[src/pts_regs.svh]
// pts_regs.svh: register offsets, field positions, reset values and timing
// assumes: included once by the core module and by the bench
`ifndef PTS_REGS_SVH
`define PTS_REGS_SVH

// ----------------------------------------------------------------
// offsets
// ----------------------------------------------------------------
`define PTS_GPS_NS 16'h0200
`define PTS_GPS_SEC 16'h0204
`define PTS_CAB_NS 16'h0210
`define PTS_CAB_SEC 16'h0214
`define PTS_MASTER_SEC 16'h0220
`define PTS_TC_NS 16'h0230
`define PTS_TC_SEC 16'h0234
`define PTS_ERR_CLR 16'h0400
`define PTS_OUT_LINK 16'h0410
`define PTS_IN_LINK 16'h0420
`define PTS_TICK_HI 16'h1000
`define PTS_TICK_LO 16'h1008
`define PTS_TICK_CTRL 16'h1010
`define PTS_EP_SEC 16'h1100
`define PTS_EP_NS 16'h1108
`define PTS_EP_CTRL 16'h1110
`define PTS_EP_STEP 16'h1114
`define PTS_TRIM 16'h1120
`define PTS_SRC_SEL 16'h1150
`define PTS_VEC_BASE 16'h1800
`define PTS_VEC_END 16'h1880

// ----------------------------------------------------------------
// fields and reset values
// ----------------------------------------------------------------
`define PTS_RUN_BIT 0
`define PTS_CLR_BIT 1
`define PTS_MASTER_BIT 2
`define PTS_EXT_BIT 8
`define PTS_LINK_UP_BIT 8
`define PTS_SRC_MAX 4'hB
`define PTS_SRC_NONE 4'hF

// ----------------------------------------------------------------
// timing
// ----------------------------------------------------------------
`define PTS_CLK_HZ 50000000
`define PTS_REF_HZ 10000000
`define PTS_TICK_NS 100
`define PTS_STEP_NS 400
`define PTS_NS_PER_SEC 1000000000

`endif

[src/pts_pkg.sv]
// pts_pkg.sv: types shared by the posix time snapshot clock
// assumes: pts_regs.svh supplies all numbers
package pts_pkg;
	typedef logic [31:0] pts_word_t;
	typedef enum logic {
		PTS_REF_INTERNAL,
		PTS_REF_EXTERNAL
	} pts_ref_e;
endpackage : pts_pkg

[src/pts_clock.sv]
// pts_clock.sv: tick counter, epoch clock, event captures, link status
// assumes: classic wishbone master on clk_i, event pins asynchronous except vector_irq_i, which is sampled directly
//
// Register access over Wishbone was decided locally.
`timescale 1ns/1ps
`include "pts_regs.svh"
module pts_clock
	import pts_pkg::*;
#(
	parameter int NEXT = 12,
	parameter int NVEC = 16
) (
	// clock and reset
	input wire logic clk_i,
	input wire logic rst_i,
	// wishbone slave
	input wire logic wb_cyc_i,
	input wire logic wb_stb_i,
	input wire logic wb_we_i,
	input wire logic [15:0] wb_adr_i,
	input wire logic [3:0] wb_sel_i,
	input wire logic [31:0] wb_dat_i,
	output logic [31:0] wb_dat_o,
	output logic wb_ack_o,
	// time events
	input wire logic gps_pps_i,
	input wire logic timecode_pps_i,
	input wire logic cable_time_rx_i,
	input wire logic [31:0] cable_rx_sec_i,
	input wire logic [NVEC-1:0] vector_irq_i,
	input wire logic [NEXT-1:0] ext_ref_i,
	// cable link
	input wire logic [7:0] out_link_err_i,
	input wire logic [7:0] in_link_err_i,
	input wire logic out_link_up_i,
	input wire logic in_link_up_i,
	output logic cable_tx_stb_o,
	output logic [31:0] cable_tx_sec_o
);

	localparam int NPIN = NEXT + 3;
	localparam logic [31:0] PHASE_INC = 32'((64'h1_0000_0000 * `PTS_REF_HZ) / `PTS_CLK_HZ);

	function automatic pts_word_t pts_merge(input pts_word_t old, input pts_word_t nw,
		input logic [3:0] sel);
		pts_word_t r;
		r = old;
		for (int b = 0; b < 4; b++) begin
			if (sel[b]) r[8*b +: 8] = nw[8*b +: 8];
		end
		return r;
	endfunction : pts_merge

	logic [NPIN-1:0] pin_raw, s1, s2, s3, pin_lvl, pin_rise;
	logic [NEXT-1:0] ext_rise;
	logic wr, rd_req, step_wr, ns_wr, sec_wr, clr;
	logic tick_hi_wr, tick_lo_wr, tick_clr, tick_wr_any;
	logic [31:0] phase, eff_inc;
	logic [32:0] next_phase;
	logic int_tick, ext_tick, tick, tick_on, ext_sel_ok;
	pts_ref_e ref_kind;
	logic [31:0] sec, trim, step_reg, master_sent;
	logic [29:0] ns, next_ns;
	logic [31:0] snap_ns;
	logic signed [31:0] delta, ns_sum;
	logic sec_up, sec_down;
	logic [63:0] tick_cnt;
	logic tick_run, epoch_run, master_mode;
	logic [3:0] src_sel;
	logic [31:0] gps_ns, gps_sec, cab_ns, cab_sec, tc_ns, tc_sec;
	logic [31:0] vec_ns [NVEC];
	logic [31:0] vec_sec [NVEC];
	logic [7:0] out_err, in_err;
	logic [31:0] rd_data;

	// ----------------------------------------------------------------
	// bus slave
	// ----------------------------------------------------------------
	assign rd_req = wb_cyc_i && wb_stb_i && !wb_ack_o;
	assign wr = wb_cyc_i && wb_stb_i && wb_we_i && wb_ack_o;
	assign step_wr = wr && wb_adr_i == `PTS_EP_STEP;
	assign ns_wr = wr && wb_adr_i == `PTS_EP_NS;
	assign sec_wr = wr && wb_adr_i == `PTS_EP_SEC;
	assign clr = wr && wb_adr_i == `PTS_ERR_CLR;
	assign tick_hi_wr = wr && wb_adr_i == `PTS_TICK_HI;
	assign tick_lo_wr = wr && wb_adr_i == `PTS_TICK_LO;
	assign tick_clr = wr && wb_adr_i == `PTS_TICK_CTRL && wb_sel_i[0]
		&& wb_dat_i[`PTS_CLR_BIT];
	assign tick_wr_any = tick_hi_wr || tick_lo_wr || tick_clr;

	always_ff @(posedge clk_i) begin
		if (rst_i) begin
			wb_ack_o <= 1'b0;
		end else begin
			wb_ack_o <= rd_req;
		end
	end

	always_ff @(posedge clk_i) begin
		if (rst_i) begin
			wb_dat_o <= 32'h0000_0000;
		end else if (rd_req) begin
			wb_dat_o <= rd_data;
		end
	end

	// ----------------------------------------------------------------
	// pin synchronisers
	// ----------------------------------------------------------------
	assign pin_raw = {ext_ref_i, cable_time_rx_i, timecode_pps_i, gps_pps_i};
	assign ext_rise = pin_rise[NPIN-1:3];

	always_ff @(posedge clk_i) begin
		if (rst_i) begin
			s1 <= '0;
			s2 <= '0;
			s3 <= '0;
			pin_lvl <= '0;
		end else begin
			s1 <= pin_raw;
			s2 <= s1;
			s3 <= s2;
			pin_lvl <= (s2 & s3) | (pin_lvl & (s2 | s3));
		end
	end

	genvar g;
	generate
		for (g = 0; g < NPIN; g++) begin : g_rise
			// a rise counts when stages two and three are both high and the level is still low
			assign pin_rise[g] = s2[g] && s3[g] && !pin_lvl[g];
		end
	endgenerate

	// ----------------------------------------------------------------
	// 10 MHz master tick
	// ----------------------------------------------------------------
	assign eff_inc = PHASE_INC + {{16{trim[15]}}, trim[15:0]};
	assign next_phase = {1'b0, phase} + {1'b0, eff_inc};
	assign int_tick = next_phase[32];
	assign ext_sel_ok = src_sel <= `PTS_SRC_MAX;
	assign ext_tick = ext_sel_ok && ext_rise[src_sel];
	assign tick = ext_sel_ok ? ext_tick : int_tick;
	assign tick_on = tick && epoch_run;
	assign ref_kind = ext_sel_ok ? PTS_REF_EXTERNAL : PTS_REF_INTERNAL;

	always_ff @(posedge clk_i) begin
		if (rst_i) begin
			phase <= 32'h0000_0000;
		end else begin
			phase <= next_phase[31:0];
		end
	end

	always_ff @(posedge clk_i) begin
		if (rst_i) begin
			trim <= 32'h0000_0000;
			step_reg <= 32'h0000_0000;
			src_sel <= `PTS_SRC_NONE;
			tick_run <= 1'b1;
			epoch_run <= 1'b1;
			master_mode <= 1'b0;
		end else begin
			if (wr && wb_adr_i == `PTS_TRIM) trim <= pts_merge(trim, wb_dat_i, wb_sel_i);
			if (step_wr) step_reg <= pts_merge(step_reg, wb_dat_i, wb_sel_i);
			if (wr && wb_adr_i == `PTS_SRC_SEL && wb_sel_i[0]) src_sel <= wb_dat_i[3:0];
			if (wr && wb_adr_i == `PTS_TICK_CTRL && wb_sel_i[0])
				tick_run <= wb_dat_i[`PTS_RUN_BIT];
			if (wr && wb_adr_i == `PTS_EP_CTRL && wb_sel_i[0]) begin
				epoch_run <= wb_dat_i[`PTS_RUN_BIT];
				master_mode <= wb_dat_i[`PTS_MASTER_BIT];
			end
		end
	end

	// ----------------------------------------------------------------
	// tick counter
	// ----------------------------------------------------------------
	always_ff @(posedge clk_i) begin
		if (rst_i) begin
			tick_cnt <= 64'h0000_0000_0000_0000;
		end else if (tick_clr) begin
			tick_cnt <= 64'h0000_0000_0000_0000;
		end else if (tick_hi_wr) begin
			tick_cnt[63:32] <= pts_merge(tick_cnt[63:32], wb_dat_i, wb_sel_i);
		end else if (tick_lo_wr) begin
			tick_cnt[31:0] <= pts_merge(tick_cnt[31:0], wb_dat_i, wb_sel_i);
		end else if (tick && tick_run) begin
			tick_cnt <= tick_cnt + 64'h0000_0000_0000_0001;
		end
	end

	// ----------------------------------------------------------------
	// epoch clock
	// ----------------------------------------------------------------
	always_comb begin
		delta = 32'sd0;
		if (tick_on) delta = `PTS_TICK_NS;
		if (step_wr) delta = delta + $signed(wb_dat_i[15:0]) * `PTS_STEP_NS;
		ns_sum = $signed({2'b00, ns}) + delta;
		sec_up = ns_sum >= `PTS_NS_PER_SEC;
		sec_down = ns_sum < 0;
		if (sec_up) begin
			next_ns = 30'(ns_sum - `PTS_NS_PER_SEC);
		end else if (sec_down) begin
			next_ns = 30'(ns_sum + `PTS_NS_PER_SEC);
		end else begin
			next_ns = ns_sum[29:0];
		end
	end

	always_ff @(posedge clk_i) begin
		if (rst_i) begin
			ns <= 30'h0000_0000;
		end else if (ns_wr) begin
			// values of a second or more are refused
			if (pts_merge({2'b00, ns}, wb_dat_i, wb_sel_i) < `PTS_NS_PER_SEC)
				ns <= 30'(pts_merge({2'b00, ns}, wb_dat_i, wb_sel_i));
		end else begin
			ns <= next_ns;
		end
	end

	always_ff @(posedge clk_i) begin
		if (rst_i) begin
			sec <= 32'h0000_0000;
		end else if (sec_wr) begin
			sec <= pts_merge(sec, wb_dat_i, wb_sel_i);
		end else if (sec_up && !ns_wr) begin
			sec <= sec + 32'h0000_0001;
		end else if (sec_down && !ns_wr) begin
			sec <= sec - 32'h0000_0001;
		end
	end

	assign snap_ns = {sec[1:0], ns};

	// ----------------------------------------------------------------
	// cable master time
	// ----------------------------------------------------------------
	always_ff @(posedge clk_i) begin
		if (rst_i) begin
			cable_tx_stb_o <= 1'b0;
			cable_tx_sec_o <= 32'h0000_0000;
			master_sent <= 32'h0000_0000;
		end else begin
			cable_tx_stb_o <= 1'b0;
			if (master_mode && sec_up && !sec_wr && !ns_wr) begin
				cable_tx_stb_o <= 1'b1;
				cable_tx_sec_o <= sec + 32'h0000_0001;
				master_sent <= sec + 32'h0000_0001;
			end else if (!master_mode && pin_rise[2]) begin
				master_sent <= cable_rx_sec_i;
			end
		end
	end

	// ----------------------------------------------------------------
	// event captures
	// ----------------------------------------------------------------
	always_ff @(posedge clk_i) begin
		if (rst_i) begin
			gps_ns <= 32'h0000_0000;
			gps_sec <= 32'h0000_0000;
			tc_ns <= 32'h0000_0000;
			tc_sec <= 32'h0000_0000;
			cab_ns <= 32'h0000_0000;
			cab_sec <= 32'h0000_0000;
		end else begin
			// captures change only on their own event
			if (pin_rise[0]) begin
				gps_ns <= snap_ns;
				gps_sec <= sec;
			end
			if (pin_rise[1]) begin
				tc_ns <= snap_ns;
				tc_sec <= sec;
			end
			if (pin_rise[2]) begin
				cab_ns <= snap_ns;
				cab_sec <= sec;
			end
		end
	end

	always_ff @(posedge clk_i) begin
		if (rst_i) begin
			for (int v = 0; v < NVEC; v++) begin
				vec_ns[v] <= 32'h0000_0000;
				vec_sec[v] <= 32'h0000_0000;
			end
		end else begin
			for (int v = 0; v < NVEC; v++) begin
				if (vector_irq_i[v]) begin
					vec_ns[v] <= snap_ns;
					vec_sec[v] <= sec;
				end
			end
		end
	end

	// ----------------------------------------------------------------
	// link status and errors
	// ----------------------------------------------------------------
	always_ff @(posedge clk_i) begin
		if (rst_i) begin
			out_err <= 8'h00;
			in_err <= 8'h00;
		end else begin
			// a new error in the clearing cycle survives
			out_err <= (clr ? 8'h00 : out_err) | out_link_err_i;
			in_err <= (clr ? 8'h00 : in_err) | in_link_err_i;
		end
	end

	// ----------------------------------------------------------------
	// read decode
	// ----------------------------------------------------------------
	always_comb begin
		rd_data = 32'h0000_0000;
		if (wb_adr_i == `PTS_GPS_NS) begin
			rd_data = gps_ns;
		end else if (wb_adr_i == `PTS_GPS_SEC) begin
			rd_data = gps_sec;
		end else if (wb_adr_i == `PTS_CAB_NS) begin
			rd_data = cab_ns;
		end else if (wb_adr_i == `PTS_CAB_SEC) begin
			rd_data = cab_sec;
		end else if (wb_adr_i == `PTS_MASTER_SEC) begin
			rd_data = master_sent;
		end else if (wb_adr_i == `PTS_TC_NS) begin
			rd_data = tc_ns;
		end else if (wb_adr_i == `PTS_TC_SEC) begin
			rd_data = tc_sec;
		end else if (wb_adr_i == `PTS_OUT_LINK) begin
			rd_data = {23'h0, out_link_up_i, out_err};
		end else if (wb_adr_i == `PTS_IN_LINK) begin
			rd_data = {23'h0, in_link_up_i, in_err};
		end else if (wb_adr_i == `PTS_TICK_HI) begin
			rd_data = tick_cnt[63:32];
		end else if (wb_adr_i == `PTS_TICK_LO) begin
			rd_data = tick_cnt[31:0];
		end else if (wb_adr_i == `PTS_TICK_CTRL) begin
			rd_data = 32'h0000_0000;
			rd_data[`PTS_RUN_BIT] = tick_run;
			rd_data[`PTS_EXT_BIT] = ref_kind == PTS_REF_EXTERNAL;
		end else if (wb_adr_i == `PTS_EP_SEC) begin
			rd_data = sec;
		end else if (wb_adr_i == `PTS_EP_NS) begin
			rd_data = {2'b00, ns};
		end else if (wb_adr_i == `PTS_EP_CTRL) begin
			rd_data = 32'h0000_0000;
			rd_data[`PTS_RUN_BIT] = epoch_run;
			rd_data[`PTS_MASTER_BIT] = master_mode;
			rd_data[`PTS_EXT_BIT] = ref_kind == PTS_REF_EXTERNAL;
		end else if (wb_adr_i == `PTS_EP_STEP) begin
			rd_data = step_reg;
		end else if (wb_adr_i == `PTS_TRIM) begin
			rd_data = trim;
		end else if (wb_adr_i == `PTS_SRC_SEL) begin
			rd_data = {28'h0, src_sel};
		end else if (wb_adr_i >= `PTS_VEC_BASE && wb_adr_i < `PTS_VEC_END) begin
			rd_data = wb_adr_i[2] ? vec_sec[wb_adr_i[6:3]] : vec_ns[wb_adr_i[6:3]];
		end
	end
endmodule : pts_clock

[config.mk]
export PLATFORM = sky130hd
export DESIGN_NAME = pts_clock
export DESIGN_NICKNAME = d
export VERILOG_FILES = /design/src/pts_pkg.sv /design/src/pts_clock.sv
export VERILOG_INCLUDE_DIRS = /design/src
export SDC_FILE = /design/constraint.sdc
export NUM_CORES = 2
export LEC_CHECK = 0
export BUFFER_PORTS_ARGS = -buffer_cell sky130_fd_sc_hd__buf_2
export CORE_ASPECT_RATIO = 1.2
export CORE_MARGIN = 1.5
export CORE_UTILIZATION = 48
export CTS_CLUSTER_DIAMETER = 200
export CTS_CLUSTER_SIZE = 10
export DETAILED_ROUTE_END_ITERATION = 10
export PLACE_DENSITY_LB_ADDON = 0.1
export SYNTH_ARGS = -nofsm -noshare
export SYNTH_HDL_FRONTEND = slang
export SYNTH_SLANG_ARGS = --single-unit
[constraint.sdc]
create_clock -name clk_i -period 8.1 [get_ports clk_i]
set_input_delay 0.81 -clock clk_i [delete_from_list [all_inputs] [get_ports clk_i]]
set_output_delay 0.81 -clock clk_i [all_outputs]
set_load 0.02 [all_outputs]
Word level (Yosys, flattened, before mapping)
Memory sizes are Yosys's and may differ from the RTL's.
Index checks and enable logic that the tools add are counted.
Storage, ports and cells
  bits in latches: 0
  memories: 2
  output and inout bits: 66
  register bits after elaboration: 595
  ROM bits: 0
  memory bits (writable): 1024
  input port bits: 138
Operators by class
  add/subtract/negate cells: 9
  multiplexer cells: 140
  shift operators: 0
  order comparisons: 7
  reduce and logical (&&, ||, !) cells: 102
  multiply operators: 1
  bitwise logic cells: 39
  equality and inequality tests: 33
  div/mod/pow operators: 0
Memories
  vec_ns: words 16, bits a word 32, rd ports 1, clocked after Yosys merged registers in 0, wr ports 16, RTL line pts_clock.sv:71  | logic [31:0] vec_ns [NVEC];
  vec_sec: words 16, bits a word 32, rd ports 1, clocked after Yosys merged registers in 0, wr ports 16, RTL line pts_clock.sv:72  | logic [31:0] vec_sec [NVEC];
Operators by type and width (count)
  2-to-1 mux 32 bit: 61
  equality test 16 x 13 -> 1 bit (second input constant): 9
  2-to-1 mux 8 bit: 18
  2-to-1 mux 30 bit: 4
  equality test 16 x 10 -> 1 bit (second input constant): 7
  adder 64 x 1 -> 64 bit (second input constant): 1
  2-to-1 mux 64 bit: 1
  logical AND 1 bit: 58
  2-to-1 mux 1 bit: 54
  equality test 16 x 11 -> 1 bit (second input constant): 3
  adder 32 x 32 -> 33 bit: 1
  adder 31 x 16 -> 32 bit (first input constant): 1
  adder 31 x 32 -> 32 bit: 1
  adder 32 x 1 -> 32 bit (second input constant): 1
  >= comparator 32 x 31 -> 1 bit (second input constant): 1
  < comparator 32 x 1 -> 1 bit (second input constant): 1
  < comparator 32 x 30 -> 1 bit (second input constant): 1
  bitwise OR 1 bit: 32
  subtractor 32 x 1 -> 32 bit (second input constant): 1
  adder 30 x 28 -> 30 bit (second input constant): 1
  bitwise AND 15 bit: 2
  bitwise OR 15 bit: 2
  subtractor 30 x 28 -> 30 bit (second input constant): 1
  adder 8 x 26 -> 27 bit: 1
  other kinds (17): 68

Logic depth before layout (Yosys ltp)
  word-level depth: 21
  depth in mapped cells: 45
  depth with buffers taken out: 43

Worst setup path before layout
Ideal clock, no wire load.
  path kind: register -> register
  start point: register trim[0]
  end point: register sec[9]
  setup time: 0.058 ns
  buffers on the path: 1
  data required time: 8.042 ns
  arrival: 8.412 ns
  cell stages (with the launch flop): 43
  setup slack: -0.370 ns
  cells stage by stage: dfxtp_1 inv_1 ha_1 o21ai_0 and3_1 nor3_1 xnor2_1 ha_1 nor2b_1 nor2_1 o2111ai_1 nand2_1 o21ai_0 o2111a_1 nor2_1 nor2_1 nand2_1 inv_1 [... 7 more ...] nand2_1 xor2_1 nor2_1 ha_1 and2_1 a221o_1 a2111oi_0 o21ai_1 a31o_2 a21o_1 xnor2_1 a2111o_1 o21a_1 buf_6 nor3_4 mux2_4 a2111oi_2 a211o_1
Between the ends
  word-level cells in the longest chain between the ends: 12
  elaborated cells between the ends (all ways): 16
  those cells by class: add/sub (4); order compare (2); mux (5); reduce/logical (5)
RTL lines
  start, declared: RTL line pts_clock.sv:62  | logic [31:0] sec, trim, step_reg, master_sent;
  start signal, assigned: RTL line pts_clock.sv:164  | if (wr && wb_adr_i == `PTS_TRIM) trim <= pts_merge(trim, wb_dat_i, wb_sel_i);
  adder 31 x 16 -> 32 bit (*): RTL line pts_clock.sv:138  | assign eff_inc = PHASE_INC + {{16{trim[15]}}, trim[15:0]};
  adder 32 x 32 -> 33 bit (*): RTL line pts_clock.sv:139  | assign next_phase = {1'b0, phase} + {1'b0, eff_inc};
  2-to-1 mux 1 bit (*): RTL line pts_clock.sv:143  | assign tick = ext_sel_ok ? ext_tick : int_tick;
  logical AND 1 bit (*): RTL line pts_clock.sv:144  | assign tick_on = tick && epoch_run;
  2-to-1 mux 7 bit (*): RTL line pts_clock.sv:198  | if (tick_on) delta = `PTS_TICK_NS;
  adder 8 x 26 -> 27 bit (no source line)
  2-to-1 mux 32 bit (*): RTL line pts_clock.sv:199  | if (step_wr) delta = delta + $signed(wb_dat_i[15:0]) * `PTS_STEP_NS;
  adder 31 x 32 -> 32 bit (*): RTL line pts_clock.sv:200  | ns_sum = $signed({2'b00, ns}) + delta;
  >= comparator 32 x 31 -> 1 bit (no source line) or < comparator 32 x 1 -> 1 bit (tied branches)
  logical AND 1 bit, on equally long branches: RTL line pts_clock.sv:229, pts_clock.sv:231
  nonzero test 3 bit (no source line) or 2-to-1 mux 32 bit (tied branches)
  AND reduction 2 bit (no source line) or 2-to-1 mux 32 bit (tied branches)
  end signal, assigned: RTL line pts_clock.sv:228  | sec <= pts_merge(sec, wb_dat_i, wb_sel_i);
  end signal, assigned: RTL line pts_clock.sv:230  | sec <= sec + 32'h0000_0001;
  end signal, assigned: RTL line pts_clock.sv:232  | sec <= sec - 32'h0000_0001;
  end, declared: RTL line pts_clock.sv:62
Mark *: on every way between the ends. The rest lies on a longest branch, timed or not.
A chain may end at the register's enable or synchronous reset.

Worst setup path after layout
  start point: register trim[3]
  end point: register master_sent[29]
Between the ends
  word-level cells in the longest chain between the ends: 13
  elaborated cells between the ends (all ways): 14
  those cells by class: add/sub (4); order compare (1); mux (4); reduce/logical (5)
RTL lines
  adder 31 x 16 -> 32 bit (*): RTL line pts_clock.sv:138
  adder 32 x 32 -> 33 bit (*): RTL line pts_clock.sv:139
  2-to-1 mux 1 bit (*): RTL line pts_clock.sv:143
  logical AND 1 bit (*): RTL line pts_clock.sv:144
  2-to-1 mux 7 bit (*): RTL line pts_clock.sv:198
  adder 8 x 26 -> 27 bit (no source line)
  2-to-1 mux 32 bit (*): RTL line pts_clock.sv:199
  adder 31 x 32 -> 32 bit (*): RTL line pts_clock.sv:200
  >= comparator 32 x 31 -> 1 bit (no source line) (*)
  logical AND 1 bit (*) (3 in series): RTL line pts_clock.sv:248  | if (master_mode && sec_up && !sec_wr && !ns_wr) begin
  2-to-1 mux 32 bit or nonzero test 2 bit (tied branches)
  end signal, assigned: RTL line pts_clock.sv:251  | master_sent <= sec + 32'h0000_0001;
  end signal, assigned: RTL line pts_clock.sv:253  | master_sent <= cable_rx_sec_i;
  end, declared: RTL line pts_clock.sv:62
Marked as above.

==> summary.md <==
| Metric | Value |
|---|---|
| Status | finished with violations |
| Failing checks | negative setup slack |
| Clock root cell | clkbuf_16 |
| Final nets | 7299 |
| CP Max Fanout | 6 |
| Synth Area in Simple Gates | 0.1666 |
| WHS | 172.0 ps |
| Synth Area in XOR/XNOR | 0.01867 |
| Gr ovfl total | 0 |
| Final WS setup | -14.38 ps |
| Starting density of the core | 0.4840 |
| Reg2reg setup slack | -10 ps |
| Dpl cells | 8898 |
| Worst Setup End Kind | flip-flop |
| Post-synthesis cell area | 75870 µm² |
| Slowest stage delay, CP | 450 ps |
| Synth Area in Compound Gates | 0.1087 |
| Final WL | 278.2 mm |
| Setup TNS | -38.70 ps |
| Vias post-DR | 58.00k |
| H-tree depth | 4 |
| Fin. max-slew vios | 0 |
| Mean routed wirelength per cell | 30.25 µm |
| Share of cells above drive strength 1 | 0.2016 |
| Slew @ Worst Pin | 1414 ps |
| Post-route insts no fill | 9197 |
| Die X | 365.9 µm |
| Hold crit path type | input pin to flip-flop |
| Async set or reset register ratio after synthesis | 0 |
| Port Buf Inserts | 203 |
| Static Leak | 33.25 nW |
| Chip height | 438.5 µm |
| RSZ-0062 raised after global routing | yes |
| R2R Path Start | trim[3] |
| Buf/Inv on CP | 12 |
| Worst path slowest cell | a2111o_1 |
| Final ANT Viol Nets | 0 |
| Drc violations | 0 |
| Post-synth EDFFs | 992 |
| Largest net degree at the start of global routing | 210 |
| Most used cell, CP | buf_4 |
| WP data required | 8840 ps |
| Post-synthesis mux area share | 0.1048 |
| Cell Area, Placed | 80970 µm² |
| Synth Area in Adders | 0.02154 |
| Critical path arrival | 8850 ps |
| Fmax | 0.1232 GHz |
| Final Setup Violations | 4 |
| P&R area growth vs syn | 15.14% |
| Die area | 160500 µm² |
| Setup crit start kind | flip-flop |
| Worst vdd ir | 0.0001975 V |
| Final min period | 8114 ps |
| # fillers | 13.52k |
| Number of global-route vias before repair | 55.83k |
| Post-route cell area | 87360 µm² |
| Synth Register Bits | 1581 |
| Global-route usage over all layers | 0.3404 |
| Clk sinks | 1581 |
| Final Skew | 41.93 ps |
| DRT Pass-1 Iters | 7 |
| Syn Nets | 6967 |
| Distinct cells, synth | 101 |
| Initial DRC Count | 6885 |
| Register area share after synthesis | 0.5480 |
| Final worst path period share | 1.002 |
| PwrDens | 206.5 nW/µm² |
| Core ar. | 156800 µm² |
| Setup CP Type | flip-flop to flip-flop |
| Ys Warns | 0 |
| End point of the critical path | master_sent[29] |
| Largest regs | vec_ns (496), vec_sec (496), tick_cnt (64) |
| R2R cell count | 45 |
| Largest family of logic cells by synthesized area | simple AND/OR/NAND/NOR gates |
| Worst rel slew slack | 0.05569 |
| Post-synthesis cell count | 6708 |
| I/O Pins | 204 |
| Main synth FF type | edfxtp_1 |
| Post-CTS Hold Buffers | 0 |
| Initial antenna violation count | 38 |
| CTS tree | done |
| Drt via density | 6.307 |
| Clk slew on worst S/H paths | 60 ps |
| CP delay by family, top | compound AO/OA/AOI/OAI gates |
| CTS buffer count | 176 |
| Cell row count | 159 |
| Critical Path Start | trim[3] |
| Critical path depth | 45 |
| Synth Area per Inst | 11.31 µm² |
| Deepest clock path buffer count | 3 |
| Worst-Skew Late Latency | 850 ps |
| First-pass GRT wire length | 396.9 mm |
| Routability cong. | 0.9941 |
| Reg-to-Reg End | master_sent[29] |
| Hpwl dp | 177.5 mm |
| Max cap viols | 0 |
| Final hold viol count | 0 |
-- through the flow --
step | util | total power, mW | setup WS, ps
3_3_place_gp | 0.5165 | 10.90 | -605.1
5_1_grt | 0.5571 | 18.54 | -357.9
6_report | 0.5572 | 18.04 | -14.38
2_1_floorplan | - | 10.09 | 7.611
4_1_cts | 0.5501 | 18.09 | 25.59
3_5_place_dp | 0.5165 | 10.92 | -618.9
-- worst min path at each step --
stage / slack, ps / from / end / cells past startpoint
floorplan: 410 / s1[0] / s2[0] / 1
global placement: 420 / s1[5] / s2[5] / 1
detailed placement: 420 / s1[5] / s2[5] / 1
CTS: 120 / out_link_err_i[3] / out_err[3] / 3
global route: 170 / in_link_err_i[4] / in_err[4] / 3
finish: 170 / out_link_err_i[6] / out_err[6] / 3
-- worst reg2reg max path, delay by kind of cell (launching register included) --
| family | cells | cell delay [ps] |
|---|---|---|
| AND/OR/NAND/NOR | 14 | 1710 |
| flip-flops | 1 | 330 |
| AO/OA/AOI/OAI | 12 | 2790 |
| XOR/XNOR | 3 | 350 |
| adder cells (fa/ha/maj) | 4 | 1190 |
| buffers and inverters | 12 | 1610 |
-- logic make-up after synthesis --
family,count (synthesis)
AND/OR/NAND/NOR,2525
flip-flops,1581
AO/OA/AOI/OAI,1292
buffers and inverters,629
multiplexers,402
XOR/XNOR,157
adder cells (fa/ha/maj),121
other,1
-- area by class of cell --
class | count | area, µm² | share of cell area
flip-flops and latches | 1581 | 41590 | 0.4761
multi-input cells | 4499 | 32830 | 0.3758
repair buffers | 672 | 5001 | 0.05725
clock buffers | 217 | 4622 | 0.05291
well taps | 2093 | 2619 | 0.02998
inverters | 110 | 420.4 | 0.004813
clock inverters | 13 | 244.0 | 0.002793
diodes | 12 | 30.03 | 0.0003438
-- per-layer routing --
layer,wire (µm),global-route usage,vias up,part of all wire
met2,129000,0.5437,2900,0.46
met5,154,0,-,0.00055
li1,-,-,25210,-
met3,23660,0.06346,747,0.085
met4,20000,0.2151,18,0.072
met1,105500,0.4284,29130,0.38
-- cells in the final DEF (no fill, tap or decap), types with 75 or more instances in the layout --
master	instances
clkbuf_16	185
ha_1	101
nor2_1	357
mux4_2	311
buf_2	188
and2_1	561
nand2_1	828
o21ai_0	167
dfxtp_1	585
nand3_1	115
nor3_1	78
xnor2_1	96
edfxtp_1	992
a31oi_1	75
a21oi_1	518
buf_4	434
and3_1	128
inv_1	105
nor2b_1	119
-- repair_timing --
action,CTS,global route
buffers inserted,20,32
endpoints found under the setup margin,118,118
pin swaps,41,103
cloned,0,7
resized for setup,54,161
-- synth_stat cells, types with 50 or more instances --
master / number / area share
inv_1: 110 / 0.0054
o21ai_0: 179 / 0.012
nand4_1: 64 / 0.0053
o211ai_1: 63 / 0.0062
mux4_2: 311 / 0.092
nor2b_1: 120 / 0.0099
ha_1: 105 / 0.017
nand3_1: 119 / 0.0078
dfxtp_1: 589 / 0.16
a21oi_1: 533 / 0.035
buf_1: 50 / 0.0025
a22oi_1: 74 / 0.0073
nor2_1: 387 / 0.019
a31oi_1: 78 / 0.0064
nor3_1: 87 / 0.0057
nand2_1: 854 / 0.042
clkbuf_1: 443 / 0.022
xor2_1: 54 / 0.0062
xnor2_1: 99 / 0.011
and2_1: 563 / 0.046
and3_1: 133 / 0.011
a211oi_1: 82 / 0.0081
mux2i_1: 68 / 0.0090
edfxtp_1: 992 / 0.39
-- report_power, final --
| part | switching, mW | internal [mW] | total, mW | leakage [nW] |
|---|---|---|---|---|
| clock network | 3.25 | 3.98 | 7.23 | 2.35 |
| logic | 1.13 | 0.775 | 1.90 | 15.1 |
| registers | 0.102 | 8.80 | 8.90 | 15.8 |
| total | 4.48 | 13.6 | 18.0 | 33.3 |
(Power assumes the default switching activity.)
